### src/logic/char_lcd_pkg.sv
package char_lcd_pkg;

  // clock and oscillator rates
  localparam int CLK_PERIOD_NS   = 8;
  localparam int OSC_FREQ_KHZ    = 270;
  localparam int OSC_PERIOD_NS   = 1000000 / OSC_FREQ_KHZ;
  localparam int OSC_DIV_DEFAULT = OSC_PERIOD_NS / CLK_PERIOD_NS;
  localparam int OSC_W           = 16;

  // execution times as printed, in ns
  localparam int T_CLEAR_NS = 1530000;
  localparam int T_CMD_NS   = 39000;
  localparam int T_DATA_NS  = 43000;

  // busy length in oscillator ticks, rounded up, plus one for tick phase
  localparam int BUSY_W = 9;
  localparam logic [BUSY_W-1:0] TICKS_LONG = BUSY_W'((T_CLEAR_NS + OSC_PERIOD_NS - 1) / OSC_PERIOD_NS + 1);
  localparam logic [BUSY_W-1:0] TICKS_CMD  = BUSY_W'((T_CMD_NS + OSC_PERIOD_NS - 1) / OSC_PERIOD_NS + 1);
  localparam logic [BUSY_W-1:0] TICKS_DATA = BUSY_W'((T_DATA_NS + OSC_PERIOD_NS - 1) / OSC_PERIOD_NS + 1);
  localparam logic [BUSY_W-1:0] TICKS_ONE  = 9'h001;

  // cursor blink half period
  localparam int BLINK_HALF_US       = 400000;
  localparam int BLINK_TICKS_DEFAULT = BLINK_HALF_US * 1000 / OSC_PERIOD_NS;
  localparam int BLINK_W             = 17;

  // memories and address map
  localparam int TEXT_AW  = 7;
  localparam int GLYPH_AW = 6;
  localparam int DATA_W   = 8;
  localparam logic [7:0] SPACE_CODE   = 8'h20;
  localparam logic [6:0] ADDR_ZERO    = 7'h00;
  localparam logic [6:0] ADDR_ONE     = 7'h01;
  localparam logic [6:0] TEXT_LAST    = 7'h7F;
  localparam logic [6:0] ONE_LINE_END = 7'h4F;
  localparam logic [6:0] LINE1_END    = 7'h27;
  localparam logic [6:0] LINE2_BASE   = 7'h40;
  localparam logic [6:0] LINE2_END    = 7'h67;
  localparam logic [6:0] SHIFT_LAST_2 = 7'h27;
  localparam logic [6:0] SHIFT_LAST_1 = 7'h4F;
  localparam logic [3:0] NIB_PAD      = 4'h0;

  // command identification bits
  localparam int BIT_CLEAR = 0;
  localparam int BIT_HOME  = 1;
  localparam int BIT_ENTRY = 2;
  localparam int BIT_CTRL  = 3;
  localparam int BIT_SHIFT = 4;
  localparam int BIT_FUNC  = 5;
  localparam int BIT_GLYPH = 6;
  localparam int BIT_TEXT  = 7;

  // command field positions
  localparam int ENTRY_DIR = 1;
  localparam int ENTRY_SH  = 0;
  localparam int CTRL_D    = 2;
  localparam int CTRL_C    = 1;
  localparam int CTRL_B    = 0;
  localparam int SHIFT_SC  = 3;
  localparam int SHIFT_RL  = 2;
  localparam int FUNC_DL   = 4;
  localparam int FUNC_N    = 3;
  localparam int FUNC_F    = 2;

  // reset values of the configuration bits
  localparam logic RST_BUS_WIDTH = 1'b1;
  localparam logic RST_STEP_DIR  = 1'b1;

  typedef enum logic [3:0] {
    CMD_NONE, CMD_CLEAR, CMD_HOME, CMD_ENTRY, CMD_CTRL, CMD_SHIFT,
    CMD_FUNC, CMD_GLYPH_ADDR, CMD_TEXT_ADDR, CMD_WDATA, CMD_RDATA
  } cmd_t;

  typedef enum logic [3:0] {
    ST_IDLE  = 4'b0001,
    ST_CLEAR = 4'b0010,
    ST_FETCH = 4'b0100,
    ST_LOAD  = 4'b1000
  } state_t;

  // instruction class from the highest set bit
  function automatic cmd_t decode_cmd(input logic [7:0] b);
    if (b[BIT_TEXT])       return CMD_TEXT_ADDR;
    else if (b[BIT_GLYPH]) return CMD_GLYPH_ADDR;
    else if (b[BIT_FUNC])  return CMD_FUNC;
    else if (b[BIT_SHIFT]) return CMD_SHIFT;
    else if (b[BIT_CTRL])  return CMD_CTRL;
    else if (b[BIT_ENTRY]) return CMD_ENTRY;
    else if (b[BIT_HOME])  return CMD_HOME;
    else if (b[BIT_CLEAR]) return CMD_CLEAR;
    else                   return CMD_NONE;
  endfunction

  // busy length of each instruction class
  function automatic logic [BUSY_W-1:0] exec_ticks(input cmd_t c);
    case (c)
      CMD_CLEAR, CMD_HOME: return TICKS_LONG;
      CMD_WDATA, CMD_RDATA: return TICKS_DATA;
      default: return TICKS_CMD;
    endcase
  endfunction

endpackage

### src/logic/char_ram.sv
`timescale 1ns/100ps
module char_ram #(
  parameter int AW = 7,
  parameter int DW = 8
) (
  // clock
  input  wire logic          clk,
  // single access port
  input  wire logic          wr_en,
  input  wire logic [AW-1:0] addr,
  input  wire logic [DW-1:0] wr_data,
  output logic      [DW-1:0] rd_data
);

  logic [DW-1:0] mem [0:(1<<AW)-1];
  logic [DW-1:0] rd_data_q;

  // write and registered read
  always_ff @(posedge clk) begin
    if (wr_en) begin
      mem[addr] <= wr_data;
    end
    rd_data_q <= mem[addr];
  end

  assign rd_data = rd_data_q;

endmodule

### src/logic/char_lcd_instruction_decoder.sv
`timescale 1ns/100ps
// How it works
// - clear fills spaces, zeroes address, increments
// - return home zeroes address, undoes shift
// - entry mode sets direction and shift enable
// - direction high steps up, low steps down
// - glyph accesses step address the same way
// - only text writes with shift on shift
// - display control loads display, cursor, blink bits
// - cursor bit low hides cursor only
// - blink alternates solid block and character
// - shift command selects target and direction
// - cursor shift moves address by one
// - display shift keeps address counter
// - two-line cursor carries past 40th position
// - display shift applies to all lines
// - function set loads width, lines, font
// - glyph address loads six bits, selects glyph
// - text address loads seven bits, selects text
// - status read returns flag and address
// - data write stores byte at address
// - data read returns byte, then steps
// - flag reads high while executing
// - width low pairs two nibbles per byte
// - text address ranges follow line mode
// - first read without address set invalid
module char_lcd_instruction_decoder
  import char_lcd_pkg::*;
#(
  parameter int OSC_DIV     = OSC_DIV_DEFAULT,
  parameter int BLINK_TICKS = BLINK_TICKS_DEFAULT
) (
  // clock and reset
  input  wire logic       ref_clk,
  input  wire logic       rst,
  // host bus pins
  input  wire logic       reg_select,
  input  wire logic       read_not_write,
  input  wire logic       strobe,
  input  wire logic [7:0] bus_in,
  output logic      [7:0] bus_out,
  output logic            bus_oe,
  // state towards the panel side
  output logic            internal_op_flag,
  output logic      [6:0] addr_counter,
  output logic            glyph_selected,
  output logic      [6:0] display_shift,
  output logic            addr_step_dir,
  output logic            whole_shift_on,
  output logic            display_on_bit,
  output logic            cursor_on_bit,
  output logic            blink_on_bit,
  output logic            cursor_visible,
  output logic            cursor_solid,
  output logic            bus_width_sel,
  output logic            line_count_sel,
  output logic            font_height_sel
);

  logic              strobe_s1, strobe_s2, strobe_s3;
  logic              rs_s1, rs_s2, rnw_s1, rnw_s2;
  logic [7:0]        bus_s1, bus_s2;
  logic              acc_rs_q, acc_rnw_q, nib_phase_q;
  logic [7:0]        bus_hold_q;
  logic [3:0]        nib_hi_q;
  logic [7:0]        bus_out_q;
  logic              bus_oe_q;
  logic [OSC_W-1:0]  osc_div_q;
  logic              osc_tick_q;
  logic [BUSY_W-1:0] busy_cnt_q;
  logic              internal_op_flag_q;
  logic [6:0]        addr_counter_q, display_shift_q, sweep_q;
  logic              glyph_sel_q, addr_step_dir_q, whole_shift_on_q;
  logic              display_on_q, cursor_on_q, blink_on_q;
  logic              bus_width_sel_q, line_count_sel_q, font_height_sel_q;
  logic [7:0]        data_holding_q;
  state_t            state_q;
  logic [BLINK_W-1:0] blink_cnt_q;
  logic              blink_phase_q, cursor_visible_q, cursor_solid_q;
  logic              strobe_rise, strobe_fall, byte_done, status_read, accept;
  logic [7:0]        byte_full, read_word, text_wdata, text_rd, glyph_rd, ram_rdata;
  logic [3:0]        read_nib;
  logic [6:0]        text_addr;
  logic              text_we, glyph_we;
  cmd_t              cmd;

  // next address, wrapping to the ranges of the current line mode
  function automatic logic [6:0] next_addr(input logic [6:0] a, input logic up,
                                           input logic two, input logic glyph);
    logic [6:0] res;
    res = up ? a + ADDR_ONE : a - ADDR_ONE;
    if (glyph) begin
      res = {1'b0, res[GLYPH_AW-1:0]};
    end else if (two) begin
      if (up && a == LINE1_END) res = LINE2_BASE;
      else if (up && a == LINE2_END) res = ADDR_ZERO;
      else if (!up && a == ADDR_ZERO) res = LINE2_END;
      else if (!up && a == LINE2_BASE) res = LINE1_END;
    end else begin
      if (up && a == ONE_LINE_END) res = ADDR_ZERO;
      else if (!up && a == ADDR_ZERO) res = ONE_LINE_END;
    end
    return res;
  endfunction

  // next display offset, one offset shared by every line
  function automatic logic [6:0] next_shift(input logic [6:0] off, input logic left, input logic two);
    logic [6:0] last;
    last = two ? SHIFT_LAST_2 : SHIFT_LAST_1;
    if (left) return (off >= last) ? ADDR_ZERO : off + ADDR_ONE;
    else return (off == ADDR_ZERO) ? last : off - ADDR_ONE;
  endfunction

  // two-flop synchronisers on every pin, third strobe stage for edges
  always_ff @(posedge ref_clk or posedge rst) begin
    if (rst) begin
      strobe_s1 <= 1'b0;
      strobe_s2 <= 1'b0;
      strobe_s3 <= 1'b0;
      rs_s1     <= 1'b0;
      rs_s2     <= 1'b0;
      rnw_s1    <= 1'b0;
      rnw_s2    <= 1'b0;
      bus_s1    <= 8'h00;
      bus_s2    <= 8'h00;
    end else begin
      strobe_s1 <= strobe;
      strobe_s2 <= strobe_s1;
      strobe_s3 <= strobe_s2;
      rs_s1     <= reg_select;
      rs_s2     <= rs_s1;
      rnw_s1    <= read_not_write;
      rnw_s2    <= rnw_s1;
      bus_s1    <= bus_in;
      bus_s2    <= bus_s1;
    end
  end

  assign strobe_rise = strobe_s2 & ~strobe_s3;
  assign strobe_fall = strobe_s3 & ~strobe_s2;

  // select lines taken at the strobe rise, data held while strobe is high
  always_ff @(posedge ref_clk or posedge rst) begin
    if (rst) begin
      acc_rs_q   <= 1'b0;
      acc_rnw_q  <= 1'b0;
      bus_hold_q <= 8'h00;
    end else begin
      if (strobe_rise) begin
        acc_rs_q  <= rs_s2;
        acc_rnw_q <= rnw_s2;
      end
      if (strobe_s2) begin
        bus_hold_q <= bus_s2;
      end
    end
  end

  // nibble pairing in 4-bit mode, high nibble first
  always_ff @(posedge ref_clk or posedge rst) begin
    if (rst) begin
      nib_phase_q <= 1'b0;
      nib_hi_q    <= NIB_PAD;
    end else if (strobe_fall && !bus_width_sel_q) begin
      nib_phase_q <= ~nib_phase_q;
      if (!nib_phase_q) begin
        nib_hi_q <= bus_hold_q[7:4];
      end
    end
  end

  // byte assembly and instruction acceptance
  assign byte_full   = bus_width_sel_q ? bus_hold_q : {nib_hi_q, bus_hold_q[7:4]};
  assign byte_done   = strobe_fall & (bus_width_sel_q | nib_phase_q);
  assign status_read = ~acc_rs_q & acc_rnw_q;
  assign cmd         = acc_rs_q ? (acc_rnw_q ? CMD_RDATA : CMD_WDATA) : decode_cmd(byte_full);
  assign accept      = byte_done & ~status_read & ~internal_op_flag_q & (state_q == ST_IDLE) & (cmd != CMD_NONE);

  // read value: status word or holding register, split into nibbles in 4-bit mode
  assign read_word = rs_s2 ? data_holding_q : {internal_op_flag_q, addr_counter_q};
  assign read_nib  = nib_phase_q ? read_word[3:0] : read_word[7:4];

  // bus drive, data loaded at the strobe rise
  always_ff @(posedge ref_clk or posedge rst) begin
    if (rst) begin
      bus_out_q <= 8'h00;
      bus_oe_q  <= 1'b0;
    end else begin
      bus_oe_q <= strobe_s2 & rnw_s2;
      if (strobe_rise) begin
        bus_out_q <= bus_width_sel_q ? read_word : {read_nib, NIB_PAD};
      end
    end
  end

  // internal oscillator as an enable pulse
  always_ff @(posedge ref_clk or posedge rst) begin
    if (rst) begin
      osc_div_q  <= '0;
      osc_tick_q <= 1'b0;
    end else begin
      osc_tick_q <= (osc_div_q == OSC_W'(OSC_DIV - 1));
      osc_div_q  <= (osc_div_q == OSC_W'(OSC_DIV - 1)) ? '0 : osc_div_q + 1'b1;
    end
  end

  // busy flag held for the execution time in oscillator ticks
  always_ff @(posedge ref_clk or posedge rst) begin
    if (rst) begin
      busy_cnt_q         <= '0;
      internal_op_flag_q <= 1'b0;
    end else if (accept) begin
      busy_cnt_q         <= exec_ticks(cmd);
      internal_op_flag_q <= 1'b1;
    end else if (osc_tick_q && busy_cnt_q != '0) begin
      busy_cnt_q <= busy_cnt_q - TICKS_ONE;
      if (busy_cnt_q == TICKS_ONE) internal_op_flag_q <= 1'b0;
    end
  end

  // configuration bits
  always_ff @(posedge ref_clk or posedge rst) begin
    if (rst) begin
      addr_step_dir_q   <= RST_STEP_DIR;
      whole_shift_on_q  <= 1'b0;
      display_on_q      <= 1'b0;
      cursor_on_q       <= 1'b0;
      blink_on_q        <= 1'b0;
      bus_width_sel_q   <= RST_BUS_WIDTH;
      line_count_sel_q  <= 1'b0;
      font_height_sel_q <= 1'b0;
    end else if (accept) begin
      case (cmd)
        CMD_CLEAR: addr_step_dir_q <= 1'b1;
        CMD_ENTRY: begin
          addr_step_dir_q  <= byte_full[ENTRY_DIR];
          whole_shift_on_q <= byte_full[ENTRY_SH];
        end
        CMD_CTRL: begin
          display_on_q <= byte_full[CTRL_D];
          cursor_on_q  <= byte_full[CTRL_C];
          blink_on_q   <= byte_full[CTRL_B];
        end
        CMD_FUNC: begin
          bus_width_sel_q   <= byte_full[FUNC_DL];
          line_count_sel_q  <= byte_full[FUNC_N];
          font_height_sel_q <= byte_full[FUNC_F];
        end
        default: ;
      endcase
    end
  end

  // address counter and ram selection
  always_ff @(posedge ref_clk or posedge rst) begin
    if (rst) begin
      addr_counter_q <= ADDR_ZERO;
      glyph_sel_q    <= 1'b0;
    end else if (accept) begin
      case (cmd)
        CMD_CLEAR, CMD_HOME: begin
          addr_counter_q <= ADDR_ZERO;
          glyph_sel_q    <= 1'b0;
        end
        CMD_SHIFT: begin
          if (!byte_full[SHIFT_SC]) begin
            addr_counter_q <= next_addr(addr_counter_q, byte_full[SHIFT_RL], line_count_sel_q, glyph_sel_q);
          end
        end
        CMD_GLYPH_ADDR: begin
          addr_counter_q <= {1'b0, byte_full[GLYPH_AW-1:0]};
          glyph_sel_q    <= 1'b1;
        end
        CMD_TEXT_ADDR: begin
          addr_counter_q <= byte_full[TEXT_AW-1:0];
          glyph_sel_q    <= 1'b0;
        end
        CMD_WDATA, CMD_RDATA: begin
          addr_counter_q <= next_addr(addr_counter_q, addr_step_dir_q, line_count_sel_q, glyph_sel_q);
        end
        default: ;
      endcase
    end
  end

  // display shift offset, common to all lines
  always_ff @(posedge ref_clk or posedge rst) begin
    if (rst) begin
      display_shift_q <= ADDR_ZERO;
    end else if (accept) begin
      case (cmd)
        CMD_CLEAR, CMD_HOME: display_shift_q <= ADDR_ZERO;
        CMD_SHIFT: begin
          if (byte_full[SHIFT_SC]) begin
            display_shift_q <= next_shift(display_shift_q, ~byte_full[SHIFT_RL], line_count_sel_q);
          end
        end
        CMD_WDATA: begin
          if (whole_shift_on_q && !glyph_sel_q) begin
            display_shift_q <= next_shift(display_shift_q, addr_step_dir_q, line_count_sel_q);
          end
        end
        default: ;
      endcase
    end
  end

  // sequencer: space sweep after clear, ram prefetch into the holding register
  always_ff @(posedge ref_clk or posedge rst) begin
    if (rst) begin
      state_q        <= ST_IDLE;
      sweep_q        <= ADDR_ZERO;
      data_holding_q <= 8'h00;
    end else begin
      case (state_q)
        ST_IDLE: begin
          sweep_q <= ADDR_ZERO;
          if (accept) begin
            case (cmd)
              CMD_CLEAR: state_q <= ST_CLEAR;
              CMD_GLYPH_ADDR, CMD_TEXT_ADDR, CMD_RDATA: state_q <= ST_FETCH;
              CMD_SHIFT: begin
                if (!byte_full[SHIFT_SC] && !glyph_sel_q) state_q <= ST_FETCH;
              end
              default: ;
            endcase
          end
        end
        ST_CLEAR: begin
          sweep_q <= sweep_q + ADDR_ONE;
          if (sweep_q == TEXT_LAST) state_q <= ST_IDLE;
        end
        ST_FETCH: state_q <= ST_LOAD;
        ST_LOAD: begin
          data_holding_q <= ram_rdata;
          state_q        <= ST_IDLE;
        end
        default: state_q <= ST_IDLE;
      endcase
    end
  end

  // ram ports
  assign text_addr  = (state_q == ST_CLEAR) ? sweep_q : addr_counter_q;
  assign text_we    = (state_q == ST_CLEAR) | (accept & (cmd == CMD_WDATA) & ~glyph_sel_q);
  assign text_wdata = (state_q == ST_CLEAR) ? SPACE_CODE : byte_full;
  assign glyph_we   = accept & (cmd == CMD_WDATA) & glyph_sel_q;
  assign ram_rdata  = glyph_sel_q ? glyph_rd : text_rd;

  char_ram #(.AW(TEXT_AW), .DW(DATA_W)) text_ram (
    .clk     (ref_clk),
    .wr_en   (text_we),
    .addr    (text_addr),
    .wr_data (text_wdata),
    .rd_data (text_rd)
  );

  char_ram #(.AW(GLYPH_AW), .DW(DATA_W)) glyph_ram (
    .clk     (ref_clk),
    .wr_en   (glyph_we),
    .addr    (addr_counter_q[GLYPH_AW-1:0]),
    .wr_data (byte_full),
    .rd_data (glyph_rd)
  );

  // cursor appearance and blink phase
  always_ff @(posedge ref_clk or posedge rst) begin
    if (rst) begin
      blink_cnt_q      <= '0;
      blink_phase_q    <= 1'b0;
      cursor_visible_q <= 1'b0;
      cursor_solid_q   <= 1'b0;
    end else begin
      if (osc_tick_q) begin
        blink_cnt_q <= (blink_cnt_q == BLINK_W'(BLINK_TICKS - 1)) ? '0 : blink_cnt_q + 1'b1;
        if (blink_cnt_q == BLINK_W'(BLINK_TICKS - 1)) blink_phase_q <= ~blink_phase_q;
      end
      cursor_visible_q <= display_on_q & cursor_on_q;
      cursor_solid_q   <= display_on_q & blink_on_q & blink_phase_q;
    end
  end

  // outputs
  assign bus_out          = bus_out_q;
  assign bus_oe           = bus_oe_q;
  assign internal_op_flag = internal_op_flag_q;
  assign addr_counter     = addr_counter_q;
  assign glyph_selected   = glyph_sel_q;
  assign display_shift    = display_shift_q;
  assign addr_step_dir    = addr_step_dir_q;
  assign whole_shift_on   = whole_shift_on_q;
  assign display_on_bit   = display_on_q;
  assign cursor_on_bit    = cursor_on_q;
  assign blink_on_bit     = blink_on_q;
  assign cursor_visible   = cursor_visible_q;
  assign cursor_solid     = cursor_solid_q;
  assign bus_width_sel    = bus_width_sel_q;
  assign line_count_sel   = line_count_sel_q;
  assign font_height_sel  = font_height_sel_q;
endmodule

### config.mk
export PLATFORM = sky130hd
export DESIGN_NAME = char_lcd_instruction_decoder
export DESIGN_NICKNAME = d
export VERILOG_FILES = /design/src/logic/char_lcd_pkg.sv /design/src/logic/char_ram.sv /design/src/logic/char_lcd_instruction_decoder.sv
export SDC_FILE = /design/constraint.sdc
export NUM_CORES = 2
export LEC_CHECK = 0
export BUFFER_PORTS_ARGS = -buffer_cell sky130_fd_sc_hd__clkbuf_2
export CORE_ASPECT_RATIO = 1.1
export CORE_MARGIN = 1
export CORE_UTILIZATION = 40
export DETAILED_ROUTE_END_ITERATION = 8
export SYNTH_ARGS = -nofsm -noshare
export SYNTH_HDL_FRONTEND = slang
export SYNTH_HIERARCHICAL = 1
export SYNTH_SLANG_ARGS = --single-unit
### constraint.sdc
create_clock -name ref_clk -period 10.5 [get_ports ref_clk]
set_clock_uncertainty 0.15 [all_clocks]
set_input_delay 1.05 -clock ref_clk [delete_from_list [all_inputs] [get_ports ref_clk]]
set_output_delay 1.05 -clock ref_clk [all_outputs]
set_load 0.1 [all_outputs]
Word level (Yosys, flattened, before mapping)
Memory sizes are Yosys's and may differ from the RTL's. A register that Yosys moved wholly into a read port is not among the register bits.
Cells that the tools add are included.
Cells by class
  $add $sub $neg: 8
  multipliers: 0
  divide/modulo/power cells: 0
  order comparisons: 1
  equal/unequal tests: 29
  shift operators: 0
  multiplexer cells: 65
  bitwise gates (word level): 25
  reductions and logical operators: 45
Operator list (count)
  7-bit 2-to-1 mux: 27
  8-bit 2-to-1 mux: 5
  7-bit one-hot mux with 5 select lines: 1
  7-bit == test (second input constant): 4
  4-bit 2-to-1 mux: 6
  4-bit one-hot mux with 3 select lines: 2
  7-bit by 1-bit adder with 7-bit output (second input constant): 3
  7-bit one-hot mux with 3 select lines: 1
  4-bit by 3-bit == test with 1-bit output (second input constant): 5
  9-bit 2-to-1 mux: 2
  9-bit one-hot mux with 2 select lines: 1
  17-bit by 1-bit adder with 17-bit output (second input constant): 1
  17-bit == test (second input constant): 1
  17-bit 2-to-1 mux: 1
  16-bit by 1-bit adder with 16-bit output (second input constant): 1
  16-bit by 9-bit == test with 1-bit output (second input constant): 1
  4-bit == test (second input constant): 4
  16-bit 2-to-1 mux: 1
  2-bit AND reduction: 8
  1-bit bitwise AND: 15
  1-bit logical AND: 14
  7-bit logical NOT: 2
  7-bit one-hot mux with 2 select lines: 1
  7-bit by 1-bit subtractor with 7-bit output (second input constant): 2
  25 further kinds: 64
Storage, ports and cells
  register bits after elaboration: 136
  bits in latches: 0
  RAM bits: 1536
  ROM bits: 0
  input bits: 13
  memories kept: 2
Memories
  text_ram.mem: depth 128, width 8, rd ports 1, clocked after memory_dff 1, write ports 1, line char_ram.sv:15  | logic [DW-1:0] mem [0:(1<<AW)-1];
  glyph_ram.mem: depth 64, width 8, rd ports 1, clocked after memory_dff 1, write ports 1, line char_ram.sv:15

Logic depth before layout (Yosys ltp)
  depth in word-level cells: 17
  gate-level depth with buffers: 16
  depth with buffers taken out: 11

Cells and area by module
The synthesis kept the hierarchy.
Modules (own cells, without submodules)
  char_ram at text_ram: instances 1, cells each 2475, area an instance 40433.8 sq um, seq. area each 30909.6 sq um
  char_ram at glyph_ram: instances 1, cells each 1186, area an instance 20194.4 sq um, seq. area each 15534.9 sq um
  char_lcd_instruction_decoder: instances 1, cells each 747, area an instance 7254.5 sq um, seq. area each 3407.0 sq um

Worst setup path before layout
OpenSTA, ideal clock, no wires.
  path kind: register to register
  start: register bus_width_sel_q, in the netlist bus_width_sel
  end: memory text_ram.mem[0][0] (data pin)
  arrival time: 5272 ps
  required time: 9525 ps
  slack: 4253 ps
  stages on the path, launching flop included: 5
  buffers on the path: 2
  period minus slack after synthesis: 6247 ps
  cells stage by stage: dfstp_2 buf_2 buf_2 mux2_2 nor2b_1
On the way
  word-level cells in the longest chain between the ends: 2
RTL lines
  start: declaration: line char_lcd_instruction_decoder.sv:75  | logic bus_width_sel_q, line_count_sel_q, font_height_sel_q;
  start signal: assignment: line char_lcd_instruction_decoder.sv:245  | bus_width_sel_q <= byte_full[FUNC_DL];
  8-bit 2-to-1 mux: line char_lcd_instruction_decoder.sv:173  | assign byte_full = bus_width_sel_q ? bus_hold_q : {nib_hi_q, bus_hold_q[7:4]};
  net byte_full[0]: line char_lcd_instruction_decoder.sv:81  | logic [7:0] byte_full, read_word, text_wdata, text_rd, glyph_rd, ram_rdata;
  8-bit 2-to-1 mux: line char_lcd_instruction_decoder.sv:346  | assign text_wdata = (state_q == ST_CLEAR) ? SPACE_CODE : byte_full;
  net text_wdata[0]: line char_lcd_instruction_decoder.sv:81
  end: declaration: line char_ram.sv:15
The timed path passes the listed nets, and every way through them passes these cells.

Worst setup path in the final report
  start: register state_q[3]
  end: register text_ram.rd_data_q[0], in the netlist text_ram/rd_data[0] (read register of text_ram.mem)
On the way
  word-level cells in the longest chain between the ends: 2
RTL lines
  start: declaration: line char_lcd_instruction_decoder.sv:77  | state_t state_q;
  start signal: assignment: line char_lcd_instruction_decoder.sv:311  | state_q <= ST_IDLE;
  start signal: assignment: line char_lcd_instruction_decoder.sv:320  | CMD_CLEAR: state_q <= ST_CLEAR;
  start signal: assignment: line char_lcd_instruction_decoder.sv:321  | CMD_GLYPH_ADDR, CMD_TEXT_ADDR, CMD_RDATA: state_q <= ST_FETCH;
  4-bit by 2-bit == test with 1-bit output: line char_lcd_instruction_decoder.sv:344  | assign text_addr = (state_q == ST_CLEAR) ? sweep_q : addr_counter_q;
  7-bit 2-to-1 mux: line char_lcd_instruction_decoder.sv:344
  net text_addr[0]: line char_lcd_instruction_decoder.sv:83  | logic [6:0] text_addr;
  end: declaration: line char_ram.sv:16  | logic [DW-1:0] rd_data_q;
The timed path passes the listed nets, and every way through them passes these cells.
A chain may end at the register's enable or synchronous reset.

==> results.sh <==
export IMPL_synth_avg_cell_area_um2=15.4
export IMPL_antenna_found_initial=2
export IMPL_min_path_type="flop to flop"
export IMPL_tightest_slew_ps=1490
export IMPL_drive_gt1_frac=0.130
export IMPL_crit_arrival_ps=6450
export IMPL_synthXorXnorAreaFrac=0.00671
export IMPL_fin_nets=4423
export IMPL_slew_viol_final=0
export IMPL_crit_family="compound AO/OA/AOI/OAI gates"
export IMPL_cp_cell_sequence="nor4b_2, buf_4, nand2_1, o21ai_4, buf_12, inv_2, buf_4, nand2_1, o22ai_1, a221oi_1, o22ai_1, o41ai_1, nand4_1"
export IMPL_clock_fmax_mhz=167
export IMPL_hold_viol=0
export IMPL_gp_congestion=0.882
export IMPL_required_ps=10970
export IMPL_cts_buffer_depth=3
export IMPL_drcViolationCount=0
export IMPL_yosysSeqAreaShare=0.734
export IMPL_io_buffers=47
export IMPL_cts_buffers=161
export IMPL_combPwrFrac=0.333
export IMPL_cpMaxStageDelayCell="o41ai_1"
export IMPL_clkPwrFrac=0.267
export IMPL_synthDistinctLibCells=96
export IMPL_max_vdd_ir_drop_v=0.000167
export IMPL_drtIter0Drc=5608
export IMPL_start_util=0.403
export IMPL_core_um2=169000
export IMPL_relSlewSlack=0.00225
export IMPL_cts_sinks=1688
export IMPL_h_tree_depth=4
export IMPL_slowest_delay_ps=930
export IMPL_yosysWarnings=6
export IMPL_critPathCaptureType="flop"
export IMPL_synth_commonest_cells="edfxtp_1 (1536), nor2_1 (407), a221oi_1 (283)"
export IMPL_synth_ff_type="edfxtp_1"
export IMPL_timing_final_crit_share=0.570
export IMPL_area_growth_pct=10.9
export IMPL_path_clk_slew_ps=70
export IMPL_synth_edf_count=1536
export IMPL_status="finished, violations left"
export IMPL_yosysMostFrequentCell="edfxtp_1"
export IMPL_cp_num_buf_inv=4
export IMPL_dp_hpwl_um=116000
export IMPL_start_kind="flop"
export IMPL_cp_max_fo=96
export IMPL_total_power_mw=21.1
export IMPL_synth_top_area_cell="edfxtp_1"
export IMPL_post_cts_setup_buffer_count=0
export IMPL_max_cap_violations=1
export IMPL_synth_nets=4435
export IMPL_die_y_um=434
export IMPL_postRouteAntennaNets=0
export IMPL_synthSimpleGateAreaFrac=0.0605
export IMPL_grt_setup_unrepaired="no"
export IMPL_final_setup_tns_ps=0
export IMPL_cts_root_buf="clkbuf_16"
export IMPL_synthMuxAreaShare=0.0469
export IMPL_wl_um=196000
export IMPL_async_flop_share=0.0806
export IMPL_die_w_um=395
export IMPL_synthAdderAreaFrac=0.00258
export IMPL_diodes=0
export IMPL_insertion_delay_ps=800
export IMPL_synthCells=4408
export IMPL_grt_pass1_wl_um=285000
export IMPL_whs_ps=207
export IMPL_seqPwrFrac=0.400
export IMPL_powerDensity_nw_per_um2=280
export IMPL_row_count=158
export IMPL_swShare=0.374
export IMPL_ctsResizeCount=0
export IMPL_tritoncts="built"
export IMPL_setup_ws_ps=4510
export IMPL_netlist_area_leader_share=0.679
export IMPL_via_per_inst=6.15
export IMPL_dpl_worst_slack_ps=4790
export IMPL_ys_seq_elements=1688
export IMPL_firstDrtPassIters=7
export IMPL_routedWlPerCell_um=29.0
export IMPL_internal_power_mw=13.2
export IMPL_switchingPower_mw=7.87
export IMPL_synth_compound_area_frac=0.123
export IMPL_ios=48
export IMPL_overflow=0
export IMPL_grt_pass1_vias=40004
export IMPL_p_leak_nw=23.9
export IMPL_grt_max_degree=97
export IMPL_criticalPathCategory="flop to flop"
export IMPL_die_area_um2=171000
export IMPL_grt_use_total=0.225
export IMPL_period_minus_slack_ps=5990
export IMPL_synth_area_um2=67900
export IMPL_dr_total_vias=41633
export IMPL_ctsHoldBuffers=0
export IMPL_synth_top_family_by_area="compound AO/OA/AOI/OAI gates"
export IMPL_setup_viol_count_final=0
export IMPL_synth_area_top_cells="edfxtp_1 (68%), dfrtp_1 (4.9%), a221oi_1 (3.7%)"
export IMPL_violations="capacitance limit"
## per-stage QoR
stage	std cells	instance area, um^2	utilization
final	6768	75300	0.446
after global routing	6768	75300	0.446
after CTS	6768	75300	0.446
after detailed placement	6473	70200	0.417
after global placement	6473	70200	0.417
after floorplan	4408	67900	-
## power by group through the flow
stage	Combinational (mW)	Clock (mW)	Sequential, mW
final	7.01	5.63	8.42
after global routing	7.31	5.94	8.43
after CTS	6.89	5.70	8.41
after detailed placement	6.87	0	8.56
after global placement	6.84	0	8.55
after floorplan	4.04	0	8.74
## layout make-up
class,count,area [um^2]
Fill cell,14600,93300
Sequential cell,1688,49900
Multi-Input combinational cell,2377,16500
Clock buffer,210,4340
Tap cell,2240,2800
Timing Repair Buffer,140,971
Clock inverter,85,704
Inverter,28,113
## registers in the layout (all words and copies together), names as in the netlist, 4 cells and up
signal	count
addr_counter	7
blink_cnt_q	17
bus_hold_q	8
bus_out	8
bus_s1	8
bus_s2	8
busy_cnt_q	9
data_holding_q	8
display_shift	7
glyph_ram/mem	512
glyph_ram/rd_data	8
nib_hi_q	4
osc_div_q	16
state_q	4
sweep_q	7
text_ram/mem	1024
text_ram/rd_data	8
## kinds of logic (layout without fill, tap and decap cells)
family,after synthesis,count (layout)
compound gates,1140,1140
xor+xnor,52,52
fa+ha+maj,14,14
buf+inv,343,463
flops,1688,1688
mux,259,259
simple gates,912,912
## worst register-to-register path, cell delays in order (launching register included)
cell and delay [ps]:
dfrtp_1 420, nor4b_2 280, buf_4 380, nand2_1 160, o21ai_4 200, buf_12 490
inv_2 530, buf_4 420, nand2_1 830, o22ai_1 210, a221oi_1 450, o22ai_1 160
o41ai_1 930, nand4_1 200
## final timing paths
check                                start  cells after the start                   to  slack [ps]
worst max-delay path            state_q[3]                     13  text_ram/rd_data[0]        4510
worst min-delay path             bus_s1[4]                      0            bus_s2[4]         210
worst max register to register  state_q[3]                     13  text_ram/rd_data[0]        4510
worst min register to register   bus_s1[4]                      0            bus_s2[4]         210
max in group asynchronous              rst                      3      addr_counter[0]        8680
min in group asynchronous              rst                      2      blink_cnt_q[13]         260
## per-layer routing
| metal | global-route usage | part of all wire | up-vias |
|---|---|---|---|
| met5 | 0 | 0.000036 | - |
| met1 | 0.312 | 0.40 | 21382 |
| met4 | 0.0770 | 0.032 | 2 |
| met2 | 0.353 | 0.46 | 2313 |
| li1 | - | - | 17584 |
| met3 | 0.0465 | 0.10 | 352 |
## cell usage in the layout, fill, tap and decap left out, types with 14 or more instances in the layout
cell / n
o221ai_1: 27
xor2_1: 28
clkinv_1: 38
ha_1: 14
inv_1: 19
buf_4: 90
nand4_1: 22
a221o_1: 23
a21oi_1: 190
a22oi_1: 171
a22o_1: 69
a211oi_1: 16
nand3_1: 45
nand2b_1: 15
dfxtp_1: 16
nor2b_1: 24
and3_1: 17
nor3_1: 48
mux2_2: 110
o22a_1: 16
dfrtp_1: 130
xnor2_1: 24
nand2_1: 221
clkbuf_16: 165
o21ai_0: 157
and2_1: 14
mux2i_1: 106
edfxtp_1: 1536
o211ai_1: 24
mux4_2: 34
nor2_1: 400
clkbuf_2: 47
clkbuf_1: 41
o22ai_1: 47
a221oi_1: 283
clkinv_2: 25
(Power assumes the default switching activity.)
